[src/spa_pkg.sv]
package spa_pkg;

  // register indices on the plain register port
  localparam logic [2:0] ADDR_TXSC   = 3'h0;
  localparam logic [2:0] ADDR_RXSC   = 3'h1;
  localparam logic [2:0] ADDR_BAUD   = 3'h2;
  localparam logic [2:0] ADDR_DIVL   = 3'h3;
  localparam logic [2:0] ADDR_DIVH   = 3'h4;
  localparam logic [2:0] ADDR_RXDATA = 3'h5;
  localparam logic [2:0] ADDR_TXDATA = 3'h6;
  localparam logic [2:0] ADDR_EVENTS = 3'h7;

  // transmit_status_control fields
  localparam int TX_CLOCK_MASTER_SELECT = 7;
  localparam int TX_NINE = 6;
  localparam int TX_EN   = 5;
  localparam int TX_SYNC = 4;
  localparam int TX_BRK  = 3;
  localparam int TX_HIGH_SPEED_BAUD_SELECT = 2;
  localparam int TX_SHIFT_REGISTER_EMPTY = 1;
  localparam int TX_D9   = 0;

  // receive_status_control fields
  localparam int RX_SERIAL_PORT_ENABLE  = 7;
  localparam int RX_NINE  = 6;
  localparam int RX_SINGLE_RECEIVE_ENABLE  = 5;
  localparam int RX_CONTINUOUS_RECEIVE_ENABLE  = 4;
  localparam int RX_ADDRESS_FILTER_ENABLE = 3;

  // baud_rate_control fields
  localparam int BC_POL  = 4;
  localparam int BC_WIDE = 3;
  localparam int BC_WAKE = 1;
  localparam int BC_ABD  = 0;

  // writable bits and reset values
  localparam logic [7:0] TX_WMASK = 8'hFD;
  localparam logic [7:0] RX_WMASK = 8'hF8;
  localparam logic [7:0] BC_WMASK = 8'h1B;
  localparam logic [7:0] CTRL_RST = 8'h00;
  localparam logic [15:0] DIV_RST = 16'h0000;

  // divisor periods per bit: slow, medium and fast asynchronous rates
  localparam logic [6:0] TPB_SLOW = 7'h40;
  localparam logic [6:0] TPB_MID  = 7'h10;
  localparam logic [6:0] TPB_FAST = 7'h04;

  // frame lengths in bits
  localparam logic [3:0] BITS_A9  = 4'hB;
  localparam logic [3:0] BITS_A8  = 4'hA;
  localparam logic [3:0] BITS_D9  = 4'h9;
  localparam logic [3:0] BITS_D8  = 4'h8;
  localparam logic [3:0] BITS_BRK = 4'hE;
  localparam logic [13:0] LINE_IDLE = 14'h3FFF;

  // auto-rate: falling edges of the 0x55 pattern, and result shifts
  localparam logic [2:0] ABD_FALLS    = 3'h5;
  localparam logic [3:0] ABD_SH_SLOW  = 4'h9;
  localparam logic [3:0] ABD_SH_MID   = 4'h7;
  localparam logic [3:0] ABD_SH_FAST  = 4'h5;

  localparam logic [1:0] FIFO_DEPTH = 2'h2;

  typedef enum logic [0:0] {
    TX_IDLE  = 1'b0,
    TX_SHIFT = 1'b1
  } spa_tx_state_type;

  typedef enum logic [1:0] {
    RX_IDLE  = 2'b00,
    RX_START = 2'b01,
    RX_DATA  = 2'b10,
    RX_STOP  = 2'b11
  } spa_rx_state_type;

endpackage

[src/spa_serial_port.sv]
`timescale 1ns/1ps
// Notes on behaviour
// - async nine-bit address mode: pending only for ninth-bit-set characters
// - async nine-bit plus filter: load only if bit8 set
// - clearing continuous receive clears overrun
// - sync: clock master drives clock, slave takes it
// - nine-bit transmit sends extra bit from field
// - transmit enable; sync receive overrides transmit
// - mode bit selects synchronous or asynchronous
// - async break request sends break, self-clears when done
// - high-speed bit picks async rate multiplier
// - shift-empty reads one when idle, resets one
// - port enable claims pins, clear holds reset
// - nine-bit receive; extra bit stored, no parity
// - sync master single receive, self-clears after
// - continuous receive enables receiver, beats single
// - framing error follows top unread character
// - receiver idle flag drops during a character
// - polarity inverts async transmit data or picks edge
// - wide-divider bit selects 16 or 8 bits
// - async wake waits for falling edge, flags, self-clears
// - async auto-rate measures, self-clears, reports overflow
// - pending while enabled and characters unread
module spa_serial_port
  import spa_pkg::*;
(
  input  wire logic       clk_sys,              // system clock
  input  wire logic       sys_rst,              // sync reset, high
  input  wire logic [2:0] reg_addr,             // register index
  input  wire logic [7:0] reg_wdata,            // write data
  input  wire logic       reg_wr,               // write strobe
  input  wire logic       reg_rd,               // read strobe
  output logic      [7:0] reg_rdata,            // read data, next cycle
  input  wire logic       receive_data_pin_in,             // data pin level
  output logic            receive_data_pin_out,            // data pin drive value
  output logic            receive_data_pin_oe_n,           // data pin enable, low
  input  wire logic       transmit_clock_pin_in,             // clock pin level
  output logic            transmit_clock_pin_out,            // tx/clock drive value
  output logic            transmit_clock_pin_oe_n,           // tx/clock enable, low
  output logic            receive_pending_flag, // unread character
  output logic            transmit_ready        // holding reg empty
);

  logic [7:0]  txsc_r, txsc_nxt, rxsc_r, rxsc_nxt, bc_r, bc_nxt;
  logic [15:0] div_r, div_nxt, abd_div;
  logic        serial_port_enable, sync, master, pol, port_rst, div_wr, rd_rx, wr_tx;
  logic        brk_done, single_receive_enable_done, wake_hit, abd_done, fall;

  assign serial_port_enable     = rxsc_r[RX_SERIAL_PORT_ENABLE];
  assign sync     = txsc_r[TX_SYNC];
  assign master   = txsc_r[TX_CLOCK_MASTER_SELECT];
  assign pol      = bc_r[BC_POL];
  assign port_rst = sys_rst | ~serial_port_enable;
  assign div_wr   = reg_wr & (reg_addr == ADDR_DIVL | reg_addr == ADDR_DIVH);
  assign rd_rx    = reg_rd & (reg_addr == ADDR_RXDATA);
  assign wr_tx    = reg_wr & (reg_addr == ADDR_TXDATA);

  // control registers; a software write lands after any hardware clear
  always_comb begin
    txsc_nxt = txsc_r;
    rxsc_nxt = rxsc_r;
    bc_nxt   = bc_r;
    div_nxt  = div_r;
    if (brk_done) txsc_nxt[TX_BRK] = 1'b0;
    if (single_receive_enable_done) rxsc_nxt[RX_SINGLE_RECEIVE_ENABLE] = 1'b0;
    if (wake_hit) bc_nxt[BC_WAKE] = 1'b0;
    if (abd_done) begin
      bc_nxt[BC_ABD] = 1'b0;
      div_nxt = abd_div;
    end
    if (reg_wr) begin
      case (reg_addr)
        ADDR_TXSC: txsc_nxt = reg_wdata & TX_WMASK;
        ADDR_RXSC: rxsc_nxt = reg_wdata & RX_WMASK;
        ADDR_BAUD: bc_nxt   = reg_wdata & BC_WMASK;
        ADDR_DIVL: div_nxt[7:0]  = reg_wdata;
        ADDR_DIVH: div_nxt[15:8] = reg_wdata;
        default: ;
      endcase
    end
  end

  always_ff @(posedge clk_sys) begin
    if (sys_rst) begin
      txsc_r <= CTRL_RST;
      rxsc_r <= CTRL_RST;
      bc_r   <= CTRL_RST;
      div_r  <= DIV_RST;
    end else begin
      txsc_r <= txsc_nxt;
      rxsc_r <= rxsc_nxt;
      bc_r   <= bc_nxt;
      div_r  <= div_nxt;
    end
  end

  // rate generator: one tick every divisor+1 clocks, restarted on a divisor write
  logic [15:0] brg_r, brg_nxt, div_eff;
  logic [6:0]  tpb;
  logic        tick;

  always_comb begin
    div_eff = bc_r[BC_WIDE] ? div_r : {8'h00, div_r[7:0]};
    case ({bc_r[BC_WIDE], txsc_r[TX_HIGH_SPEED_BAUD_SELECT]})
      2'b00:   tpb = TPB_SLOW;
      2'b11:   tpb = TPB_FAST;
      default: tpb = TPB_MID;
    endcase
    tick    = (brg_r >= div_eff);
    brg_nxt = tick ? 16'h0000 : brg_r + 16'h0001;
    if (div_wr) brg_nxt = 16'h0000;
  end

  always_ff @(posedge clk_sys) begin
    if (port_rst) brg_r <= 16'h0000;
    else brg_r <= brg_nxt;
  end

  // synchronous clock: generated by the master, watched by the slave
  spa_tx_state_type tx_st_r, tx_st_nxt;
  logic sck_r, sck_nxt, sck_ph_r, sck_ph_nxt, ck_prev_r, sync_edge;
  logic rx_sync_on, sck_run;

  assign sck_run = sync & master & (tx_st_r == TX_SHIFT | rx_sync_on);

  always_comb begin
    sck_nxt    = sck_r;
    sck_ph_nxt = sck_ph_r;
    sync_edge  = 1'b0;
    if (!sck_run) begin
      sck_nxt    = ~pol;                  // idle so the first edge is active
      sck_ph_nxt = 1'b0;
    end else if (tick) begin
      sck_ph_nxt = ~sck_ph_r;
      if (sck_ph_r) begin
        sck_nxt   = ~sck_r;
        sync_edge = (~sck_r == pol);
      end
    end
    if (sync && !master)
      sync_edge = (transmit_clock_pin_in != ck_prev_r) && (transmit_clock_pin_in == pol);
  end

  always_ff @(posedge clk_sys) begin
    if (port_rst) begin
      sck_r     <= 1'b0;
      sck_ph_r  <= 1'b0;
      ck_prev_r <= 1'b0;
    end else begin
      sck_r     <= sck_nxt;
      sck_ph_r  <= sck_ph_nxt;
      ck_prev_r <= transmit_clock_pin_in;
    end
  end

  // transmitter: holding register feeds a shift register, LSB first
  logic [13:0] tsr_r, tsr_nxt;
  logic [3:0]  tx_n_r, tx_n_nxt;
  logic [6:0]  tx_ph_r, tx_ph_nxt;
  logic [7:0]  hold_r, hold_nxt;
  logic        full_r, full_nxt, tx_brk_r, tx_brk_nxt, tx_on, tx_bit, tx_load;

  // receiving in sync mode takes the data pin from the transmitter
  assign tx_on = serial_port_enable & txsc_r[TX_EN]
               & ~(sync & (rxsc_r[RX_SINGLE_RECEIVE_ENABLE] | rxsc_r[RX_CONTINUOUS_RECEIVE_ENABLE]));

  always_comb begin
    tx_st_nxt  = tx_st_r;
    tsr_nxt    = tsr_r;
    tx_n_nxt   = tx_n_r;
    tx_ph_nxt  = tx_ph_r;
    hold_nxt   = hold_r;
    full_nxt   = full_r;
    tx_brk_nxt = tx_brk_r;
    brk_done   = 1'b0;
    tx_load    = 1'b0;
    tx_bit     = sync ? sync_edge : (tick && tx_ph_r == tpb - 7'h01);
    if (wr_tx && !full_r) begin
      hold_nxt = reg_wdata;
      full_nxt = 1'b1;
    end
    unique case (tx_st_r)
      TX_IDLE: if (tx_on && full_r) begin
        tx_load    = 1'b1;
        full_nxt   = 1'b0;
        tx_st_nxt  = TX_SHIFT;
        tx_ph_nxt  = 7'h00;
        tx_brk_nxt = ~sync & txsc_r[TX_BRK];
        if (sync) begin
          tsr_nxt  = {5'h1F, txsc_r[TX_D9], hold_r};
          tx_n_nxt = txsc_r[TX_NINE] ? BITS_D9 : BITS_D8;
        end else if (txsc_r[TX_BRK]) begin
          tsr_nxt  = {1'b1, 13'h0000};  // start, twelve zeros, stop
          tx_n_nxt = BITS_BRK;
        end else if (txsc_r[TX_NINE]) begin
          tsr_nxt  = {3'h7, 1'b1, txsc_r[TX_D9], hold_r, 1'b0};
          tx_n_nxt = BITS_A9;
        end else begin
          tsr_nxt  = {4'hF, 1'b1, hold_r, 1'b0};
          tx_n_nxt = BITS_A8;
        end
      end
      TX_SHIFT: begin
        if (!sync && tick)
          tx_ph_nxt = tx_bit ? 7'h00 : tx_ph_r + 7'h01;
        if (tx_bit) begin
          tsr_nxt  = {1'b1, tsr_r[13:1]};
          tx_n_nxt = tx_n_r - 4'h1;
          if (tx_n_r == 4'h1) begin
            tx_st_nxt = TX_IDLE;
            brk_done  = tx_brk_r;
          end
        end
        if (!tx_on) begin                // disabling aborts the frame
          tx_st_nxt = TX_IDLE;
          tsr_nxt   = LINE_IDLE;
        end
      end
    endcase
  end

  always_ff @(posedge clk_sys) begin
    if (port_rst) begin
      tx_st_r  <= TX_IDLE;
      tsr_r    <= LINE_IDLE;
      tx_n_r   <= 4'h0;
      tx_ph_r  <= 7'h00;
      hold_r   <= 8'h00;
      full_r   <= 1'b0;
      tx_brk_r <= 1'b0;
    end else begin
      tx_st_r  <= tx_st_nxt;
      tsr_r    <= tsr_nxt;
      tx_n_r   <= tx_n_nxt;
      tx_ph_r  <= tx_ph_nxt;
      hold_r   <= hold_nxt;
      full_r   <= full_nxt;
      tx_brk_r <= tx_brk_nxt;
    end
  end

  // pins: released while the port is off, shared per mode otherwise
  assign transmit_clock_pin_out  = sync ? sck_r : (tsr_r[0] ^ pol);
  assign transmit_clock_pin_oe_n = ~(serial_port_enable & (~sync | master));
  assign receive_data_pin_out  = tsr_r[0];
  assign receive_data_pin_oe_n = ~(serial_port_enable & sync & (tx_st_r == TX_SHIFT));
  assign transmit_ready = serial_port_enable & ~full_r;

  // receiver and its two-character buffer
  spa_rx_state_type rx_st_r, rx_st_nxt;
  logic [6:0] rx_ph_r, rx_ph_nxt;
  logic [3:0] rx_n_r, rx_n_nxt, rx_bits;
  logic [8:0] rsr_r, rsr_nxt;
  logic [7:0] fd_r [2];
  logic [7:0] fd_nxt [2];
  logic [1:0] f9_r, f9_nxt, ffe_r, ffe_nxt, fcnt_r, fcnt_nxt;
  logic       rxd_prev_r, overrun_error_flag_r, overrun_error_flag_nxt, wake_pend_r, wake_pend_nxt;
  logic       rx_async_on, rx_en, rx_bit, char_done, ch_framing_error_flag, ch9;
  logic       accept, pop, push;
  logic [7:0] ch;

  assign fall = rxd_prev_r & ~receive_data_pin_in;
  assign rx_async_on = serial_port_enable & ~sync & rxsc_r[RX_CONTINUOUS_RECEIVE_ENABLE]
                     & ~bc_r[BC_WAKE] & ~bc_r[BC_ABD];
  assign rx_sync_on  = serial_port_enable & sync
                     & (rxsc_r[RX_CONTINUOUS_RECEIVE_ENABLE] | (rxsc_r[RX_SINGLE_RECEIVE_ENABLE] & master));
  assign rx_en   = rx_async_on | rx_sync_on;
  assign rx_bits = rxsc_r[RX_NINE] ? BITS_D9 : BITS_D8;

  always_comb begin
    rx_st_nxt = rx_st_r;
    rx_ph_nxt = rx_ph_r;
    rx_n_nxt  = rx_n_r;
    rsr_nxt   = rsr_r;
    fd_nxt    = fd_r;
    f9_nxt    = f9_r;
    ffe_nxt   = ffe_r;
    fcnt_nxt  = fcnt_r;
    overrun_error_flag_nxt  = overrun_error_flag_r;
    wake_pend_nxt = wake_pend_r;
    char_done = 1'b0;
    ch_framing_error_flag   = 1'b0;
    single_receive_enable_done = 1'b0;
    wake_hit  = 1'b0;
    rx_bit    = sync ? sync_edge : (tick && rx_ph_r == tpb - 7'h01);
    if (!sync && tick && rx_st_r != RX_START)
      rx_ph_nxt = rx_bit ? 7'h00 : rx_ph_r + 7'h01;
    unique case (rx_st_r)
      RX_IDLE: begin
        rx_n_nxt = 4'h0;
        if (rx_async_on && !overrun_error_flag_r && fall) begin
          rx_st_nxt = RX_START;
          rx_ph_nxt = 7'h00;
        end else if (rx_sync_on && !overrun_error_flag_r) begin
          rx_st_nxt = RX_DATA;
        end
      end
      RX_START: if (tick) begin          // confirm the start bit mid-way
        rx_ph_nxt = rx_ph_r + 7'h01;
        if (rx_ph_r == (tpb >> 1) - 7'h01) begin
          rx_ph_nxt = 7'h00;
          rx_st_nxt = receive_data_pin_in ? RX_IDLE : RX_DATA;
        end
      end
      RX_DATA: if (rx_bit) begin
        rsr_nxt  = {receive_data_pin_in, rsr_r[8:1]};
        rx_n_nxt = rx_n_r + 4'h1;
        if (rx_n_r == rx_bits - 4'h1) begin
          rx_st_nxt = sync ? RX_IDLE : RX_STOP;
          char_done = sync;
        end
      end
      RX_STOP: if (rx_bit) begin
        rx_st_nxt = RX_IDLE;
        char_done = 1'b1;
        ch_framing_error_flag   = ~receive_data_pin_in;
      end
    endcase
    if (!rx_en) rx_st_nxt = RX_IDLE;       // turning receive off aborts
    // eight-bit characters end up in the upper bits of the shifter
    ch  = rxsc_r[RX_NINE] ? rsr_nxt[7:0] : rsr_nxt[8:1];
    ch9 = rxsc_r[RX_NINE] & rsr_nxt[8];
    accept = ~(rxsc_r[RX_NINE] & rxsc_r[RX_ADDRESS_FILTER_ENABLE]
             & ~sync & ~ch9);
    push = char_done & accept;
    single_receive_enable_done = char_done & sync & master & rxsc_r[RX_SINGLE_RECEIVE_ENABLE]
              & ~rxsc_r[RX_CONTINUOUS_RECEIVE_ENABLE];
    pop = rd_rx & (fcnt_r != 2'h0);
    if (pop) begin                          // advance to the next entry
      fd_nxt[0]  = fd_r[1];
      f9_nxt[0]  = f9_r[1];
      ffe_nxt[0] = ffe_r[1];
      fcnt_nxt   = fcnt_r - 2'h1;
    end
    if (push) begin
      if (fcnt_r == FIFO_DEPTH && !pop) begin
        overrun_error_flag_nxt = 1'b1;                   // third character is lost
      end else begin
        fd_nxt[fcnt_nxt[0]]  = ch;
        f9_nxt[fcnt_nxt[0]]  = ch9;
        ffe_nxt[fcnt_nxt[0]] = ch_framing_error_flag;
        fcnt_nxt = fcnt_nxt + 2'h1;
      end
    end
    // level clear comes last so a sync single receive cannot re-arm it
    if (!rxsc_r[RX_CONTINUOUS_RECEIVE_ENABLE]) overrun_error_flag_nxt = 1'b0;
    if (rd_rx) wake_pend_nxt = 1'b0;
    if (serial_port_enable && !sync && bc_r[BC_WAKE] && fall) begin
      wake_hit      = 1'b1;
      wake_pend_nxt = 1'b1;
    end
  end

  always_ff @(posedge clk_sys) begin
    if (port_rst) begin
      rx_st_r     <= RX_IDLE;
      rx_ph_r     <= 7'h00;
      rx_n_r      <= 4'h0;
      rsr_r       <= 9'h000;
      fd_r[0]     <= 8'h00;
      fd_r[1]     <= 8'h00;
      f9_r        <= 2'h0;
      ffe_r       <= 2'h0;
      fcnt_r      <= 2'h0;
      rxd_prev_r  <= 1'b1;
      overrun_error_flag_r      <= 1'b0;
      wake_pend_r <= 1'b0;
    end else begin
      rx_st_r     <= rx_st_nxt;
      rx_ph_r     <= rx_ph_nxt;
      rx_n_r      <= rx_n_nxt;
      rsr_r       <= rsr_nxt;
      fd_r        <= fd_nxt;
      f9_r        <= f9_nxt;
      ffe_r       <= ffe_nxt;
      fcnt_r      <= fcnt_nxt;
      rxd_prev_r  <= receive_data_pin_in;
      overrun_error_flag_r      <= overrun_error_flag_nxt;
      wake_pend_r <= wake_pend_nxt;
    end
  end

  // pending cannot be written; it follows the buffer and the wake event
  assign receive_pending_flag = (rx_en & (fcnt_r != 2'h0))
                              | wake_pend_r;

  // auto-rate: time eight bit periods across five falling edges
  logic [25:0] abd_cnt_r, abd_cnt_nxt;
  logic [2:0]  abd_falls_r, abd_falls_nxt;
  logic [3:0]  abd_sh;
  logic        abd_ovf_r, abd_ovf_nxt, abd_on;

  assign abd_on = serial_port_enable & ~sync & bc_r[BC_ABD];

  always_comb begin
    abd_cnt_nxt   = abd_cnt_r;
    abd_falls_nxt = abd_falls_r;
    abd_ovf_nxt   = abd_ovf_r;
    abd_done      = 1'b0;
    case (tpb)
      TPB_SLOW: abd_sh = ABD_SH_SLOW;
      TPB_FAST: abd_sh = ABD_SH_FAST;
      default:  abd_sh = ABD_SH_MID;
    endcase
    abd_div = 16'(abd_cnt_r >> abd_sh) - 16'h0001;
    if (!abd_on) begin
      abd_falls_nxt = 3'h0;
    end else begin
      if (abd_falls_r != 3'h0) begin
        if (&abd_cnt_r) abd_ovf_nxt = 1'b1;
        else abd_cnt_nxt = abd_cnt_r + 26'h000_0001;
      end
      if (fall) begin
        abd_falls_nxt = abd_falls_r + 3'h1;
        if (abd_falls_r == 3'h0) begin
          abd_cnt_nxt = 26'h000_0000;
          abd_ovf_nxt = 1'b0;
        end
        if (abd_falls_r == ABD_FALLS - 3'h1) begin
          abd_done      = 1'b1;
          abd_falls_nxt = 3'h0;
        end
      end
    end
  end

  always_ff @(posedge clk_sys) begin
    if (port_rst) begin
      abd_cnt_r   <= 26'h000_0000;
      abd_falls_r <= 3'h0;
      abd_ovf_r   <= 1'b0;
    end else begin
      abd_cnt_r   <= abd_cnt_nxt;
      abd_falls_r <= abd_falls_nxt;
      abd_ovf_r   <= abd_ovf_nxt;
    end
  end

  // read port: data stand only in the cycle after the strobe
  logic [7:0] rdata_nxt, rdata_r;
  logic       shift_register_empty, rx_idle, top_valid;

  assign shift_register_empty      = (tx_st_r == TX_IDLE);
  assign rx_idle   = (rx_st_r == RX_IDLE);
  assign top_valid = (fcnt_r != 2'h0);

  always_comb begin
    rdata_nxt = 8'h00;
    if (reg_rd) begin
      case (reg_addr)
        ADDR_TXSC:   rdata_nxt = {txsc_r[7:2], shift_register_empty, txsc_r[0]};
        ADDR_RXSC:   rdata_nxt = {rxsc_r[7:3], top_valid & ffe_r[0],
                                  overrun_error_flag_r, top_valid & f9_r[0]};
        ADDR_BAUD:   rdata_nxt = {abd_ovf_r, rx_idle, 1'b0, bc_r[4:3],
                                  1'b0, bc_r[1:0]};
        ADDR_DIVL:   rdata_nxt = div_r[7:0];
        ADDR_DIVH:   rdata_nxt = div_r[15:8];
        ADDR_RXDATA: rdata_nxt = top_valid ? fd_r[0] : 8'h00;
        ADDR_TXDATA: rdata_nxt = hold_r;
        default:     rdata_nxt = {6'h00, transmit_ready, receive_pending_flag};
      endcase
    end
  end

  always_ff @(posedge clk_sys) begin
    if (sys_rst) rdata_r <= 8'h00;
    else rdata_r <= rdata_nxt;
  end

  assign reg_rdata = rdata_r;
endmodule

[config.mk]
export PLATFORM = sky130hd
export DESIGN_NAME = spa_serial_port
export DESIGN_NICKNAME = d
export VERILOG_FILES = /design/src/spa_pkg.sv /design/src/spa_serial_port.sv
export SDC_FILE = /design/constraint.sdc
export NUM_CORES = 1
export LEC_CHECK = 0
export ABC_CLOCK_PERIOD_IN_PS = 8900
export BUFFER_PORTS_ARGS = -buffer_cell sky130_fd_sc_hd__buf_4
export CAP_MARGIN = 20
export CORE_ASPECT_RATIO = 0.5
export CORE_UTILIZATION = 30
export CTS_BUF_LIST = sky130_fd_sc_hd__clkbuf_8
export CTS_CLUSTER_DIAMETER = 200
export DETAILED_ROUTE_END_ITERATION = 10
export SETUP_SLACK_MARGIN = 0.15
export SKIP_CTS_REPAIR_TIMING = 1
export SYNTH_ARGS = -nofsm -noshare
export SYNTH_HDL_FRONTEND = slang
export SYNTH_SLANG_ARGS = --single-unit
[constraint.sdc]
create_clock -name clk_sys -period 8.9 [get_ports clk_sys]
set_clock_uncertainty 0.15 [all_clocks]
set_input_delay 0 -clock clk_sys [delete_from_list [all_inputs] [get_ports clk_sys]]
set_output_delay 0 -clock clk_sys [all_outputs]
set_load 0.01 [all_outputs]
# [Yosys cells after proc, flatten, opt, wreduce, memory -nomap -nowiden]
# Cells that the tools add are included.
[classes] add_sub_neg=13 order_cmp=5 eq_ne=35 n_shift=1 muxes=120 bitwise_logic=65 reduce_logical=49
[op_table] op="two-way mux 26 bit" n=4
[op_table] op="two-way mux 16 bit" n=5
[op_table] op="two-way mux 7 bit" n=8
[op_table] op="case mux 8 bit (7 select lines)" n=1
[op_table] op="two-way mux 1 bit" n=49
[op_table] op="two-way mux 8 bit" n=6
[op_table] op="two-way mux 14 bit" n=3
[op_table] op="case mux 7 bit (2 select lines)" n=3
[op_table] op="AND 1 bit" n=34
[op_table] op="two-way mux 2 bit" n=14
[op_table] op="case mux 14 bit (2 select lines)" n=1
[op_table] op="adder 26 x 1 -> 26 bit (second input constant)" n=1
[op_table] op="two-way mux 13 bit" n=2
[op_table] op="AND reduction 26 bit" n=1
[op_table] op=">> shifter 26 x 4 -> 16 bit" n=1
[op_table] op="case mux 4 bit (2 select lines)" n=3
[op_table] op="AND reduction 2 bit" n=11
[op_table] op="equality test 7 bit" n=3
[op_table] op="NOT 1 bit" n=21
[op_table] op="two-way mux 4 bit" n=5
[op_table] op="two-way mux 9 bit" n=2
[op_table] op="logical AND 1 bit" n=17
[op_table] op="adder 16 x 1 -> 16 bit (second input constant)" n=1
[op_table] op="bitwise mux 16 bit" n=1
[op_table] op="48 further kinds" n=91
[totals] ff_bits=172 in_bits=17 wordCells=324

# [Logic depth before layout (Yosys ltp)]
# Gate-level depths: netlist (run 1).
[logic_depth] ltp_word=17 depth_mapped=16

# [Worst setup path after synthesis (run 1)]
# Ideal clock, no wire load.
[synth_path] path_type="flip-flop to flip-flop" from="reg bc_r[3]" to="reg div_r[15]" setup_time_ns=0.079 t_arrival_ns=3.105 required_time_ns=8.671 slack_ns=5.565 stages_incl_launch_ff=14 period_less_slack_ns=3.335 path_cell_list="dfxtp_1 > clkbuf_1 > inv_1 > ha_1 > buf_6 > buf_12 > mux4_2 > nor4_4 > nand4b_2 > nand2b_4 > nor4_4 > xor2_1 > mux2i_1 > a211oi_2"
[synth_between] elab_chain_len=9 word_cells_on_any_way=11
[synth_lines] element="from (decl)" line="spa_serial_port.sv:44" text="logic [7:0] txsc_r, txsc_nxt, rxsc_r, rxsc_nxt, bc_r, bc_nxt;"
[synth_lines] element="from (signal assigned)" line="spa_serial_port.sv:92" text="bc_r <= bc_nxt;"
[synth_lines] element="equality test 2 bit / logical NOT 2 bit (equally long branches)" line="spa_serial_port.sv:104" text="case ({bc_r[BC_WIDE], txsc_r[TX_HIGH_SPEED_BAUD_SELECT]})"
[synth_lines] element="case mux 7 bit (2 select lines) (*)" line="spa_serial_port.sv:104"
[synth_lines] element="equality test 7 x 3 -> 1 bit / equality test 7 bit (equally long branches)" line="spa_serial_port.sv:400" text="case (tpb)"
[synth_lines] element="case mux 4 bit (2 select lines) (*)" line="spa_serial_port.sv:400"
[synth_lines] element=">> shifter 26 x 4 -> 16 bit (*)" line="spa_serial_port.sv:405" text="abd_div = 16'(abd_cnt_r >> abd_sh) - 16'h0001;"
[synth_lines] element="subtractor 16 x 1 -> 16 bit (*)" line="spa_serial_port.sv:405"
[synth_lines] element="two-way mux 16 bit (*)" line="spa_serial_port.sv:67" text="if (abd_done) begin"
[synth_lines] element="two-way mux 8 bit" line="spa_serial_port.sv:72" text="case (reg_addr)"
[synth_lines] element="two-way mux 16 bit (*)" line="spa_serial_port.sv:71" text="if (reg_wr) begin"
[synth_lines] element="to (signal assigned)" line="spa_serial_port.sv:93" text="div_r <= div_nxt;"
[synth_lines] element="to (decl)" line="spa_serial_port.sv:45" text="logic [15:0] div_r, div_nxt, abd_div;"
# Every way passes the cells marked *; elsewhere a longest branch is shown, timed or not.
# A chain may end at the register's enable or synchronous reset.

# [Worst setup path in the final report (run 1)]
[layout_path] from="reg bc_r[3]" to="reg fd_r[7] (netlist bit)"
[layout_between] elab_chain_len=14 word_cells_on_any_way=25
[layout_lines] element="equality test 2 bit, or another cell as far along" line="spa_serial_port.sv:104"
[layout_lines] element="case mux 7 bit (2 select lines) / greater-or-equal comparator 16 bit (equally long branches)" line="spa_serial_port.sv:104, spa_serial_port.sv:109"
[layout_lines] element="subtractor 7 x 1 -> 7 bit / two-way mux 1 bit (equally long branches)" line="spa_serial_port.sv:285, spa_serial_port.sv:133"
[layout_lines] element="equality test 7 bit / two-way mux 1 bit (equally long branches)" line="spa_serial_port.sv:285, spa_serial_port.sv:130"
[layout_lines] element="logical AND 1 bit / two-way mux 1 bit (equally long branches)" line="spa_serial_port.sv:285, spa_serial_port.sv:140"
[layout_lines] element="two-way mux 1 bit (*)" line="spa_serial_port.sv:285" text="rx_bit = sync ? sync_edge : (tick && rx_ph_r == tpb - 7'h01);"
[layout_lines] element="two-way mux 9 bit" line="spa_serial_port.sv:305" text="RX_DATA: if (rx_bit) begin"
[layout_lines] element="two-way mux 9 bit" line="spa_serial_port.sv:288" text="unique case (rx_st_r)"
[layout_lines] element="AND 1 bit" line="spa_serial_port.sv:322" text="ch9 = rxsc_r[RX_NINE] & rsr_nxt[8];"
[layout_lines] element="NOT 1 bit" line="spa_serial_port.sv:324" text="& ~sync & ~ch9);"
[layout_lines] element="AND 1 bit" line="spa_serial_port.sv:324"
[layout_lines] element="NOT 1 bit" line="spa_serial_port.sv:323" text="accept = ~(rxsc_r[RX_NINE] & rxsc_r[RX_ADDRESS_FILTER_ENABLE]"
[layout_lines] element="AND 1 bit" line="spa_serial_port.sv:325" text="push = char_done & accept;"
[layout_lines] element="AND reduction 2 bit (no source line)"
[layout_lines] element="to (signal assigned)" line="spa_serial_port.sv:373" text="fd_r <= fd_nxt;"
[layout_lines] element="to (decl)" line="spa_serial_port.sv:254" text="logic [7:0] fd_r [2];"
# Marked as above.

==> results of run 1 <==
-- final timing paths --
check	endpoint
worst max-delay path	fd_r[7]
worst min-delay path	ck_prev_r
worst max register to register	fd_r[7]
worst min register to register	fd_r[3]
-- worst max-delay path, stage by stage, from the launching register on --
cell and delay, ns:
sky130_fd_sc_hd__dfxtp_1 0.60, sky130_fd_sc_hd__nand2_1 0.10, sky130_fd_sc_hd__ha_1 0.33, sky130_fd_sc_hd__nand4_1 0.14, sky130_fd_sc_hd__nor3_1 0.27, sky130_fd_sc_hd__or4b_4 0.53, sky130_fd_sc_hd__a31oi_4 0.34, sky130_fd_sc_hd__nand3b_1 0.22
sky130_fd_sc_hd__a31oi_4 0.34, sky130_fd_sc_hd__and2b_1 0.59, sky130_fd_sc_hd__mux2i_1 0.25, sky130_fd_sc_hd__nor2_1 0.05
-- through the flow --
| step | total power, mW | util |
|---|---|---|
| 2_1_floorplan | 0.843 | - |
| 3_3_place_gp | 0.868 | 0.323 |
| 3_5_place_dp | 0.868 | 0.323 |
| 4_1_cts | 1.42 | 0.335 |
| 5_1_grt | 1.46 | 0.341 |
| 6_report | 1.41 | 0.341 |
-- power breakdown --
part	switching, mW	internal [mW]	total [mW]
Combinational	0.0509	0.0321	0.0830
Clock	0.317	0.235	0.552
Sequential	0.00612	0.768	0.775
Total	0.374	1.04	1.41
-- Yosys cell counts, types with 4 or more instances --
cell	n	area (sq um)
sky130_fd_sc_hd__nor2_1	173	649
sky130_fd_sc_hd__dfxtp_1	171	3420
sky130_fd_sc_hd__nand2_1	131	492
sky130_fd_sc_hd__a21oi_1	98	490
sky130_fd_sc_hd__mux2i_1	68	681
sky130_fd_sc_hd__nand3_1	53	265
sky130_fd_sc_hd__o21ai_0	50	250
sky130_fd_sc_hd__clkbuf_1	47	176
sky130_fd_sc_hd__inv_1	32	120
sky130_fd_sc_hd__ha_1	31	388
sky130_fd_sc_hd__xor2_1	31	272
sky130_fd_sc_hd__xnor2_1	25	219
sky130_fd_sc_hd__and3_1	23	144
sky130_fd_sc_hd__a211oi_1	20	150
sky130_fd_sc_hd__nor3_1	20	100
sky130_fd_sc_hd__nor2b_1	17	106
sky130_fd_sc_hd__nor3b_1	17	128
sky130_fd_sc_hd__o211ai_1	16	120
sky130_fd_sc_hd__nand2b_1	15	93.8
sky130_fd_sc_hd__mux2_2	10	113
sky130_fd_sc_hd__nand3b_1	10	75.1
sky130_fd_sc_hd__o31ai_1	10	75.1
sky130_fd_sc_hd__a22oi_1	9	67.6
sky130_fd_sc_hd__and2_1	9	56.3
sky130_fd_sc_hd__nand4_1	9	56.3
sky130_fd_sc_hd__a21o_1	7	52.6
sky130_fd_sc_hd__a31oi_1	7	43.8
sky130_fd_sc_hd__buf_2	6	30.0
sky130_fd_sc_hd__buf_6	6	67.6
sky130_fd_sc_hd__or3_1	6	37.5
sky130_fd_sc_hd__buf_1	5	18.8
sky130_fd_sc_hd__mux4_2	5	113
sky130_fd_sc_hd__o21ai_1	5	25.0
sky130_fd_sc_hd__a211o_1	4	35.0
sky130_fd_sc_hd__a221oi_1	4	35.0
sky130_fd_sc_hd__and4_1	4	35.0
sky130_fd_sc_hd__clkbuf_8	4	55.1
sky130_fd_sc_hd__o22ai_1	4	25.0
sky130_fd_sc_hd__or2_2	4	25.0
-- cell families (layout without fill, tap and decap cells) --
group | count (synthesis) | count (layout)
AO/OA/AOI/OAI | 264 | 264
AND/OR/NAND/NOR | 509 | 509
buffers and inverters | 108 | 123
XOR/XNOR | 56 | 56
adder cells (fa/ha/maj) | 31 | 31
multiplexers | 86 | 86
flip-flops | 171 | 171
-- routing by layer --
| layer | share of wire | wire [microns] | global-route usage | up-vias |
|---|---|---|---|---|
| met3 | 0.052 | 1380 | 0.0297 | 22 |
| met2 | 0.41 | 11000 | 0.232 | 208 |
| met5 | 0 | 0 | 0 | - |
| li1 | - | - | - | 4317 |
| met1 | 0.52 | 13900 | 0.235 | 4021 |
| met4 | 0.017 | 458 | 0.0505 | 0 |
-- cell type report --
| class | instances | area [sq um] |
|---|---|---|
| tap | 432 | 541 |
| multi-input combinational | 946 | 6010 |
| fill | 3309 | 21200 |
| clock inverter | 13 | 135 |
| clock buffer | 18 | 248 |
| inverter | 33 | 124 |
| sequential | 171 | 3420 |
| timing repair buffer | 59 | 488 |
-- sequential cells by signal, indices dropped and copies added, names as in the netlist, 8 cells and up --
| name | flops |
|---|---|
| fd_r | 16 |
| brg_r | 16 |
| rsr_r | 9 |
| div_r | 16 |
| reg_rdata | 8 |
| abd_cnt_r | 26 |
| tsr_r | 13 |
| hold_r | 8 |
-- cells in the final DEF, fill, tap and decap left out, types with 5 or more instances in the layout --
cell / count
sky130_fd_sc_hd__mux2_2: 10
sky130_fd_sc_hd__nor3b_1: 17
sky130_fd_sc_hd__nand3_1: 53
sky130_fd_sc_hd__dfxtp_1: 171
sky130_fd_sc_hd__mux4_2: 5
sky130_fd_sc_hd__ha_1: 31
sky130_fd_sc_hd__inv_1: 32
sky130_fd_sc_hd__buf_4: 41
sky130_fd_sc_hd__or3_1: 6
sky130_fd_sc_hd__and2_1: 9
sky130_fd_sc_hd__a22oi_1: 9
sky130_fd_sc_hd__o21ai_0: 49
sky130_fd_sc_hd__o211ai_1: 16
sky130_fd_sc_hd__xnor2_1: 25
sky130_fd_sc_hd__a21o_1: 7
sky130_fd_sc_hd__nand4_1: 9
sky130_fd_sc_hd__o31ai_1: 10
sky130_fd_sc_hd__clkbuf_8: 18
sky130_fd_sc_hd__nor3_1: 19
sky130_fd_sc_hd__inv_6: 5
sky130_fd_sc_hd__dlygate4sd3_1: 18
sky130_fd_sc_hd__mux2i_1: 68
sky130_fd_sc_hd__xor2_1: 31
sky130_fd_sc_hd__o21ai_1: 6
sky130_fd_sc_hd__nand2_1: 131
sky130_fd_sc_hd__nand2b_1: 14
sky130_fd_sc_hd__nor2b_1: 16
sky130_fd_sc_hd__a31oi_1: 7
sky130_fd_sc_hd__a21oi_1: 98
sky130_fd_sc_hd__and3_1: 23
sky130_fd_sc_hd__nand3b_1: 10
sky130_fd_sc_hd__a211oi_1: 20
sky130_fd_sc_hd__nor2_1: 173
==> impl_metrics.py, run 1 <==
metrics = {
    "outcome": {
        "outcome": "complete, no violations",
    },
    "synth": {
        "synth_ff_type": "sky130_fd_sc_hd__dfxtp_1",
        "synth.yosys.warnings": 0,
        "synth_async_sr_flop_share": 0,
        "synth-simple-area-share": 0.247,
        "compound_gate_portion_of_the_synthesized_area": 0.168,
        "synth-edff-count": 0,
        "ys_types": 82,
        "post_synth_mux_area_share": 0.0987,
        "yosysSeqAreaShare": 0.343,
        "postSynthNetCount": 1273,
        "synth-xor-area-share": 0.0492,
        "largest_family_of_logic_cells_by_synthesized_area": "simple AND/OR/NAND/NOR gates",
        "post_synth_instance_area_sq_um": 9970,
        "adder_and_majority_gate_portion_of_the_synthesized_area": 0.0389,
        "postSynthRegisterBits": 171,
        "synth.avg_cell_area_sq_um": 8.14,
        "netlist_instances": 1225,
    },
    "sta": {
        "fin_worst_hold_slack_ns": 0.173,
        "postLayoutSetupSlackWorst_ns": 4.85,
        "timing.final.crit_share": 0.455,
        "maxClockFrequency_mhz": 247,
        "final_slew_violations": 0,
        "finalSetupViolCount": 0,
        "timing.slew.headroom": 0.297,
        "worst_slew_pin_slew_ns": 1.05,
        "timing.final.crit_period_ns": 4.05,
        "setup_repair_after_global_routing_missed_its_margin": "no",
        "post_route_setup_tns_ns": 0,
        "hold_viol_final": 0,
    },
    "floorplanning": {
        "boundaryPins": 31,
        "die_area_sq_um": 34000,
        "floorplan.initialDensity": 0.310,
        "floorplan.die.width_microns": 260,
        "core_sq_um": 32200,
        "rows": 46,
        "chipHeight_microns": 131,
    },
    "clocking": {
        "cts.htree.levels": 4,
        "cts_inserted_buffers": 17,
        "clock_tree_from_tritoncts": "yes",
        "clk-insertion-delay-late_ns": 0.48,
        "clk_pin_slew_worst_paths_ns": 0.09,
        "clock-root-buffer": "sky130_fd_sc_hd__clkbuf_8",
        "number_of_clock_sinks": 171,
        "max-clock-path-buffers": 2,
    },
    "finish": {
        "syn2layout_area_growth_pct": 9.96,
        "fin_area_sq_um": 11000,
        "stdcell_count": 1672,
        "antenna_cells_inserted": 0,
        "layout.nets": 1276,
        "drive_gt1_frac": 0.0927,
    },
    "detailed_routing": {
        "routed_wl_microns": 26800,
        "first_pass_iters": 5,
        "detail_route.iter0.violations": 839,
        "via_count": 8568,
        "remaining_drc_errors": 0,
        "ant_nets": 0,
        "route.detailed.wl_per_inst_microns": 16.0,
        "vias_per_cell": 5.12,
    },
    "placement": {
        "place_ws_ns": 4.88,
        "post_detailed_placement_half_perimeter_wirelength_microns": 19100,
        "place.port_buffers": 30,
        "dp_cells": 1622,
        "placement.cell_area_sq_um": 10400,
        "gp_congestion": 0.883,
    },
    "global_routing": {
        "grt_overall_usage": 0.160,
        "grt_start_max_net_pins": 51,
        "global_route.overflow_total": 0,
        "global_route_wire_length_before_repair_microns": 42700,
        "initial_antenna_violation_count": 0,
        "via_count_of_the_first_global_routing_pass": 7672,
    },
    "pwr": {
        "power.density_nw_per_um2": 129,
        "power.leakage_nw": 3.94,
        "ir_worst_vdd_mv": 0.0895,
    },
    "critical_path": {
        "critical_path_class": "register to register",
        "setup.reg_to_reg.worst_slack_ns": 4.85,
        "worstPathArrival_ns": 4.23,
        "critPathLaunch": "bc_r[3]",
        "worst_r2r_startpoint": "bc_r[3]",
        "r2r.worst_path.cells": 11,
        "worst-path-max-fanout": 18,
        "capturing_element_type_of_the_critical_path": "register",
        "timing.critical_path.required_ns": 9.09,
        "cp-start-kind": "register",
    },
    "hold_path": {
        "whs_path_depth": 3,
        "min-delay-path-class": "primary input to register",
        "holdCritStartpoint": "transmit_clock_pin_in",
    },
    "run": {
        "cap_violations": 0,
    },
}
Power figures use the tool's default switching activity.
==> run 2, diff against run 1 <==
ABC_CLOCK_PERIOD_IN_PS = 4050   (was 8900)
clock period = 4.05 ns   (was 8.9 ns; I/O delays follow)
==> run 2 against run 1 <==
Net effect:
- combinational power is 130% higher
- power increased by 130%
- cell area up 1.1%
- routed wire length grew 1.4%
- largest cell class unchanged
- via count decreased by 0.56%
- critical path depth stayed put
- first-iteration DRC count down 9.2%
- worst setup slack got worse by 4.4 ns
- sequential power is 120% higher
- utilization grew 0.37 points
- critical endpoint is now tsr_r[12]
- die area stayed put
==> impl_metrics.py, run 2 (same netlist as run 1, synthesis figures left out) <==
metrics = {
    "pwr": {
        "power.density_nw_per_um2": 291,
        "netSwitchingPower_mw": 0.817,
        "power_frac_seq": 0.527,
        "power.share.switching": 0.253,
        "power.leakage_nw": 4.00,
        "internal-power_mw": 2.41,
        "comb_power_share": 0.058,
        "share_clk_of_total_power": 0.415,
        "ir_worst_vdd_mv": 0.173,
    },
    "floorplanning": {
        "floorplan.die.width_microns": 260,
        "die_area_sq_um": 34000,
        "rows": 46,
        "core_sq_um": 32200,
        "floorplan.initialDensity": 0.310,
        "chipHeight_microns": 131,
        "boundaryPins": 31,
    },
    "detailed_routing": {
        "route.detailed.wl_per_inst_microns": 16.1,
        "remaining_drc_errors": 0,
        "vias_per_cell": 5.07,
        "detail_route.iter0.violations": 762,
        "routed_wl_microns": 27100,
        "first_pass_iters": 5,
        "via_count": 8520,
        "ant_nets": 0,
    },
    "critical_path": {
        "cp-start-kind": "register",
        "cp_slowest_stage_delay_ns": 0.53,
        "worst-path-max-fanout": 11,
        "path_cells": "inv_1, ha_1, nand2b_1, a2111oi_0, or4b_4, and3_1, o21ai_1, a21oi_1, a21boi_2, mux2i_1, nand2_1",
        "worst_r2r_startpoint": "brg_r[0]",
        "slowest_cell_on_the_critical_path": "sky130_fd_sc_hd__a2111oi_0",
        "capturing_element_type_of_the_critical_path": "register",
        "worstPathArrival_ns": 3.83,
        "timing.critical_path.required_ns": 4.24,
        "critPathLaunch": "brg_r[0]",
        "critical_path_class": "register to register",
    },
    "sta": {
        "setup_repair_after_global_routing_missed_its_margin": "no",
        "final_slew_violations": 0,
        "timing.final.crit_period_ns": 3.64,
        "maxClockFrequency_mhz": 275,
        "timing.slew.headroom": 0.271,
        "timing.final.crit_share": 0.899,
        "finalSetupViolCount": 0,
        "worst_slew_pin_slew_ns": 1.09,
        "hold_viol_final": 0,
        "post_route_setup_tns_ns": 0,
    },
    "finish": {
        "final_common_cell": "sky130_fd_sc_hd__nor2_1",
        "antenna_cells_inserted": 0,
        "syn2layout_area_growth_pct": 11.2,
        "largest_register_ffs": 26,
        "final_cell_mix": "173 x sky130_fd_sc_hd__nor2_1, 170 x sky130_fd_sc_hd__dfxtp_1, 131 x sky130_fd_sc_hd__nand2_1",
        "layout.nets": 1286,
        "post-route-util": 0.345,
        "max_flop_register": "abd_cnt_r",
        "drive_gt1_frac": 0.104,
    },
    "placement": {
        "post_detailed_placement_half_perimeter_wirelength_microns": 19800,
        "gp_congestion": 0.924,
        "place.port_buffers": 30,
    },
    "clocking": {
        "clk-insertion-delay-late_ns": 0.48,
        "clock_tree_from_tritoncts": "yes",
        "cts_inserted_buffers": 17,
        "clock-root-buffer": "sky130_fd_sc_hd__clkbuf_8",
        "cts.htree.levels": 4,
        "clk_pin_slew_worst_paths_ns": 0.10,
        "number_of_clock_sinks": 171,
        "max-clock-path-buffers": 2,
    },
    "hold_path": {
        "holdCritStartpoint": "transmit_clock_pin_in",
        "min-delay-path-class": "primary input to register",
    },
    "global_routing": {
        "grt_start_max_net_pins": 39,
        "via_count_of_the_first_global_routing_pass": 7453,
        "grt_overall_usage": 0.160,
        "global_route.overflow_total": 0,
        "initial_antenna_violation_count": 0,
        "global_route_wire_length_before_repair_microns": 42700,
    },
    "outcome": {
        "outcome": "complete, no violations",
    },
    "run": {
        "cap_violations": 0,
    },
}
[run 2: changes by cell type in the layout (fill, tap and decap cells not counted), moves of 2 or more]
| cell | delta |
|---|---|
| sky130_fd_sc_hd__bufinv_16 | +2 |
| sky130_fd_sc_hd__inv_6 | -3 |
| sky130_fd_sc_hd__buf_4 | +12 |
| sky130_fd_sc_hd__dlygate4sd3_1 | -2 |
[run 2: power by group through the flow]
stage / Clock, mW / Sequential, mW / Combinational [mW]
2_1_floorplan: 0 / 1.73 / 0.119
3_3_place_gp: 0 / 1.74 / 0.172
3_5_place_dp: 0 / 1.74 / 0.171
4_1_cts: 1.36 / 1.70 / 0.172
5_1_grt: 1.43 / 1.70 / 0.201
6_report: 1.34 / 1.70 / 0.188
[run 2: final timing paths]
check              end  slack (ns)  cells after the start
max          tsr_r[12]        0.41                     11
min          ck_prev_r        0.17                      3
max reg2reg  tsr_r[12]        0.41                     11
min reg2reg    fd_r[3]        0.31                      2
[run 2: critical path, delay by kind of cell (launching register included)]
family / cells / cell delay (ns)
DFF: 1 / 0.43
AOI/OAI and AO/OA: 4 / 1.36
muxes: 1 / 0.22
adders and majority gates: 1 / 0.28
and+or+nand+nor: 4 / 0.97
buffers and inverters: 1 / 0.07
[run 2: stage by stage]
step                instances  hold WS, ns  setup WS (ns)  total power, mW  cell area [sq um]
floorplan                1225      -0.0523          0.715             1.85               9970
global placement         1635       0.0907          0.206             1.91              10500
detailed placement       1635       0.0986          0.137             1.91              10500
CTS                      1666       -0.413          0.113             3.23              10900
global route             1682        0.172          0.165             3.33              11100
finish                   1682        0.168          0.408             3.22              11100
[run 2: area by class of cell]
class | count | area [sq um]
repair buffers | 69 | 558
well taps | 432 | 541
flip-flops and latches | 171 | 3420
inverters | 33 | 124
fillers | 3348 | 21100
multi-input cells | 946 | 6010
clock buffers | 19 | 262
clock inverters | 12 | 165
[run 2: per-layer routing]
layer  share of wire  wire (microns)  up-vias  track usage
met5               0               0        -            0
met4           0.013             359        0       0.0405
met1            0.52           14100     3965        0.244
met2            0.42           11500      206        0.233
li1                -               -     4327            -
met3           0.046            1250       22       0.0237
==> run 3, diff against run 2 <==
ABC_CLOCK_PERIOD_IN_PS = 4300   (was 4050)
GPL_ROUTABILITY_DRIVEN = 0   (was unset)
clock period = 4.3 ns   (was 4.05 ns; I/O delays follow)
==> run 3 against run 2 <==
Net effect:
- global-route usage fell by 0.52 points
- worst hold slack improved by 0.0047 ns
- sequential power fell by 6%
- final cell count rose by 0.18%
- combinational power fell by 7%
- non-clock buffer count rose by 2
- via count rose by 0.14%
- sequential cell count did not move
- register-to-register slack improved by 0.09 ns
- worst setup slack improved by 0.085 ns
- critical path type unchanged
- highest routed layer unchanged
==> impl_metrics.py, run 3 (same netlist as run 1, synthesis figures left out) <==
metrics = {
    "outcome": {
        "outcome": "complete, no violations",
    },
    "detailed_routing": {
        "vias_per_cell": 5.06,
        "top_layer_used": "met4",
        "detail_route.iter0.violations": 714,
        "first_pass_iters": 5,
        "remaining_drc_errors": 0,
        "route.detailed.wl_per_inst_microns": 15.6,
        "routed_wl_microns": 26300,
        "ant_nets": 0,
        "via_count": 8532,
        "detail_route.wirelength.met1_microns": 13600,
        "route.met3.wl_microns": 1140,
        "route.met2.wl_microns": 11000,
    },
    "placement": {
        "place.port_buffers": 30,
        "place_ws_ns": 0.513,
        "post_detailed_placement_half_perimeter_wirelength_microns": 19100,
    },
    "sta": {
        "maxClockFrequency_mhz": 263,
        "fin_worst_hold_slack_ns": 0.172,
        "timing.final.crit_period_ns": 3.81,
        "post_route_setup_tns_ns": 0,
        "finalSetupViolCount": 0,
        "worst_slew_pin_slew_ns": 1.01,
        "timing.final.crit_share": 0.885,
        "setup_repair_after_global_routing_missed_its_margin": "no",
        "postLayoutSetupSlackWorst_ns": 0.494,
        "hold_viol_final": 0,
        "final_slew_violations": 0,
        "timing.slew.headroom": 0.328,
    },
    "floorplanning": {
        "rows": 46,
        "floorplan.initialDensity": 0.310,
        "chipHeight_microns": 131,
        "core_sq_um": 32200,
        "die_area_sq_um": 34000,
        "floorplan.die.width_microns": 260,
        "boundaryPins": 31,
    },
    "global_routing": {
        "global_route_wire_length_before_repair_microns": 41700,
        "grt_overall_usage": 0.155,
        "via_count_of_the_first_global_routing_pass": 7539,
        "global_route.overflow_total": 0,
        "grt_start_max_net_pins": 46,
        "initial_antenna_violation_count": 0,
    },
    "critical_path": {
        "worstPathArrival_ns": 4.06,
        "cp-start-kind": "register",
        "worst-path-max-fanout": 16,
        "capturing_element_type_of_the_critical_path": "register",
        "critical_path_class": "register to register",
        "timing.critical_path.required_ns": 4.56,
        "setup.reg_to_reg.worst_slack_ns": 0.49,
    },
    "finish": {
        "layout.nets": 1288,
        "syn2layout_area_growth_pct": 11.1,
        "fillerInstances": 3363,
        "multi_input_comb_area_sq_um": 6010,
        "sequential_cell_area_sq_um": 3420,
        "drive_gt1_frac": 0.101,
        "antenna_cells_inserted": 0,
        "final_cell_mix": "173 x sky130_fd_sc_hd__nor2_1, 171 x sky130_fd_sc_hd__dfxtp_1, 131 x sky130_fd_sc_hd__nand2_1",
        "max_flop_register": "abd_cnt_r",
        "final_common_cell": "sky130_fd_sc_hd__nor2_1",
        "largest_register_ffs": 26,
    },
    "clocking": {
        "clock_tree_from_tritoncts": "yes",
        "number_of_clock_sinks": 171,
        "clock-root-buffer": "sky130_fd_sc_hd__clkbuf_8",
        "cts.htree.levels": 4,
        "clk_pin_slew_worst_paths_ns": 0.09,
        "cts_inserted_buffers": 17,
        "max-clock-path-buffers": 2,
        "clk-insertion-delay-late_ns": 0.49,
    },
    "pwr": {
        "post_layout_power_mw": 2.96,
        "power.leakage_nw": 4.01,
        "power.density_nw_per_um2": 268,
        "ir_worst_vdd_mv": 0.185,
    },
    "hold_path": {
        "min-delay-path-class": "primary input to register",
    },
    "run": {
        "cap_violations": 0,
    },
}
-- run 3: cell count changes in the layout (fill, tap and decap cells not counted), sizes merged --
cell / delta
buf: -1
bufinv: -1
clkinv: -1
clkinvlp: +1
dlygate4sd3: +3
inv: +2
-- run 3: area by class of cell --
cell class              count  share of cell area
well taps                 432              0.0488
clock buffers              19              0.0236
multi-input cells         946               0.542
flip-flops and latches    171               0.309
inverters                  33              0.0112
clock inverters            13              0.0129
repair buffers             71              0.0524
-- run 3: path summary, 6_finish.rpt --
kind | cells past startpoint | startpoint | endpoint
setup reg to reg | 11 | bc_r[3] | div_r[15]
hold / removal | 3 | transmit_clock_pin_in | ck_prev_r
hold reg to reg | 2 | fd_r[3] | fd_r[3]
setup / recovery | 11 | bc_r[3] | div_r[15]
-- run 3: stage by stage --
stage / util / instances / instance area, sq um
final: 0.344 / 1685 / 11100
after global routing: 0.344 / 1685 / 11100
after CTS: 0.338 / 1666 / 10900
after detailed placement: 0.326 / 1634 / 10500
after global placement: 0.326 / 1634 / 10500
after floorplan: - / 1225 / 9970
-- run 3: power by group --
group          internal (mW)  leakage [nW]  total, mW  switching (mW)
sequential              1.59          1.38       1.60         0.00972
clock                  0.551         0.197       1.19           0.640
combinational         0.0674          2.43      0.174           0.107
total                   2.21          4.01       2.96           0.756
-- run 3: metal layers --
layer,up-vias,global-route usage
li1,4337,-
met1,3982,0.228
met2,181,0.227
met3,32,0.0285
met4,0,0.0505
met5,-,0
-- run 3: critical path, cell delays in order (launching register included) --
cell and delay, ns:
sky130_fd_sc_hd__dfxtp_1 0.60, sky130_fd_sc_hd__inv_1 0.12, sky130_fd_sc_hd__ha_1 0.75, sky130_fd_sc_hd__buf_4 0.31
sky130_fd_sc_hd__mux2_2 0.35, sky130_fd_sc_hd__a21oi_1 0.25, sky130_fd_sc_hd__and3_1 0.36, sky130_fd_sc_hd__nand2b_4 0.10
sky130_fd_sc_hd__nor4_4 0.28, sky130_fd_sc_hd__xor2_1 0.16, sky130_fd_sc_hd__mux2i_1 0.10, sky130_fd_sc_hd__a211oi_2 0.22
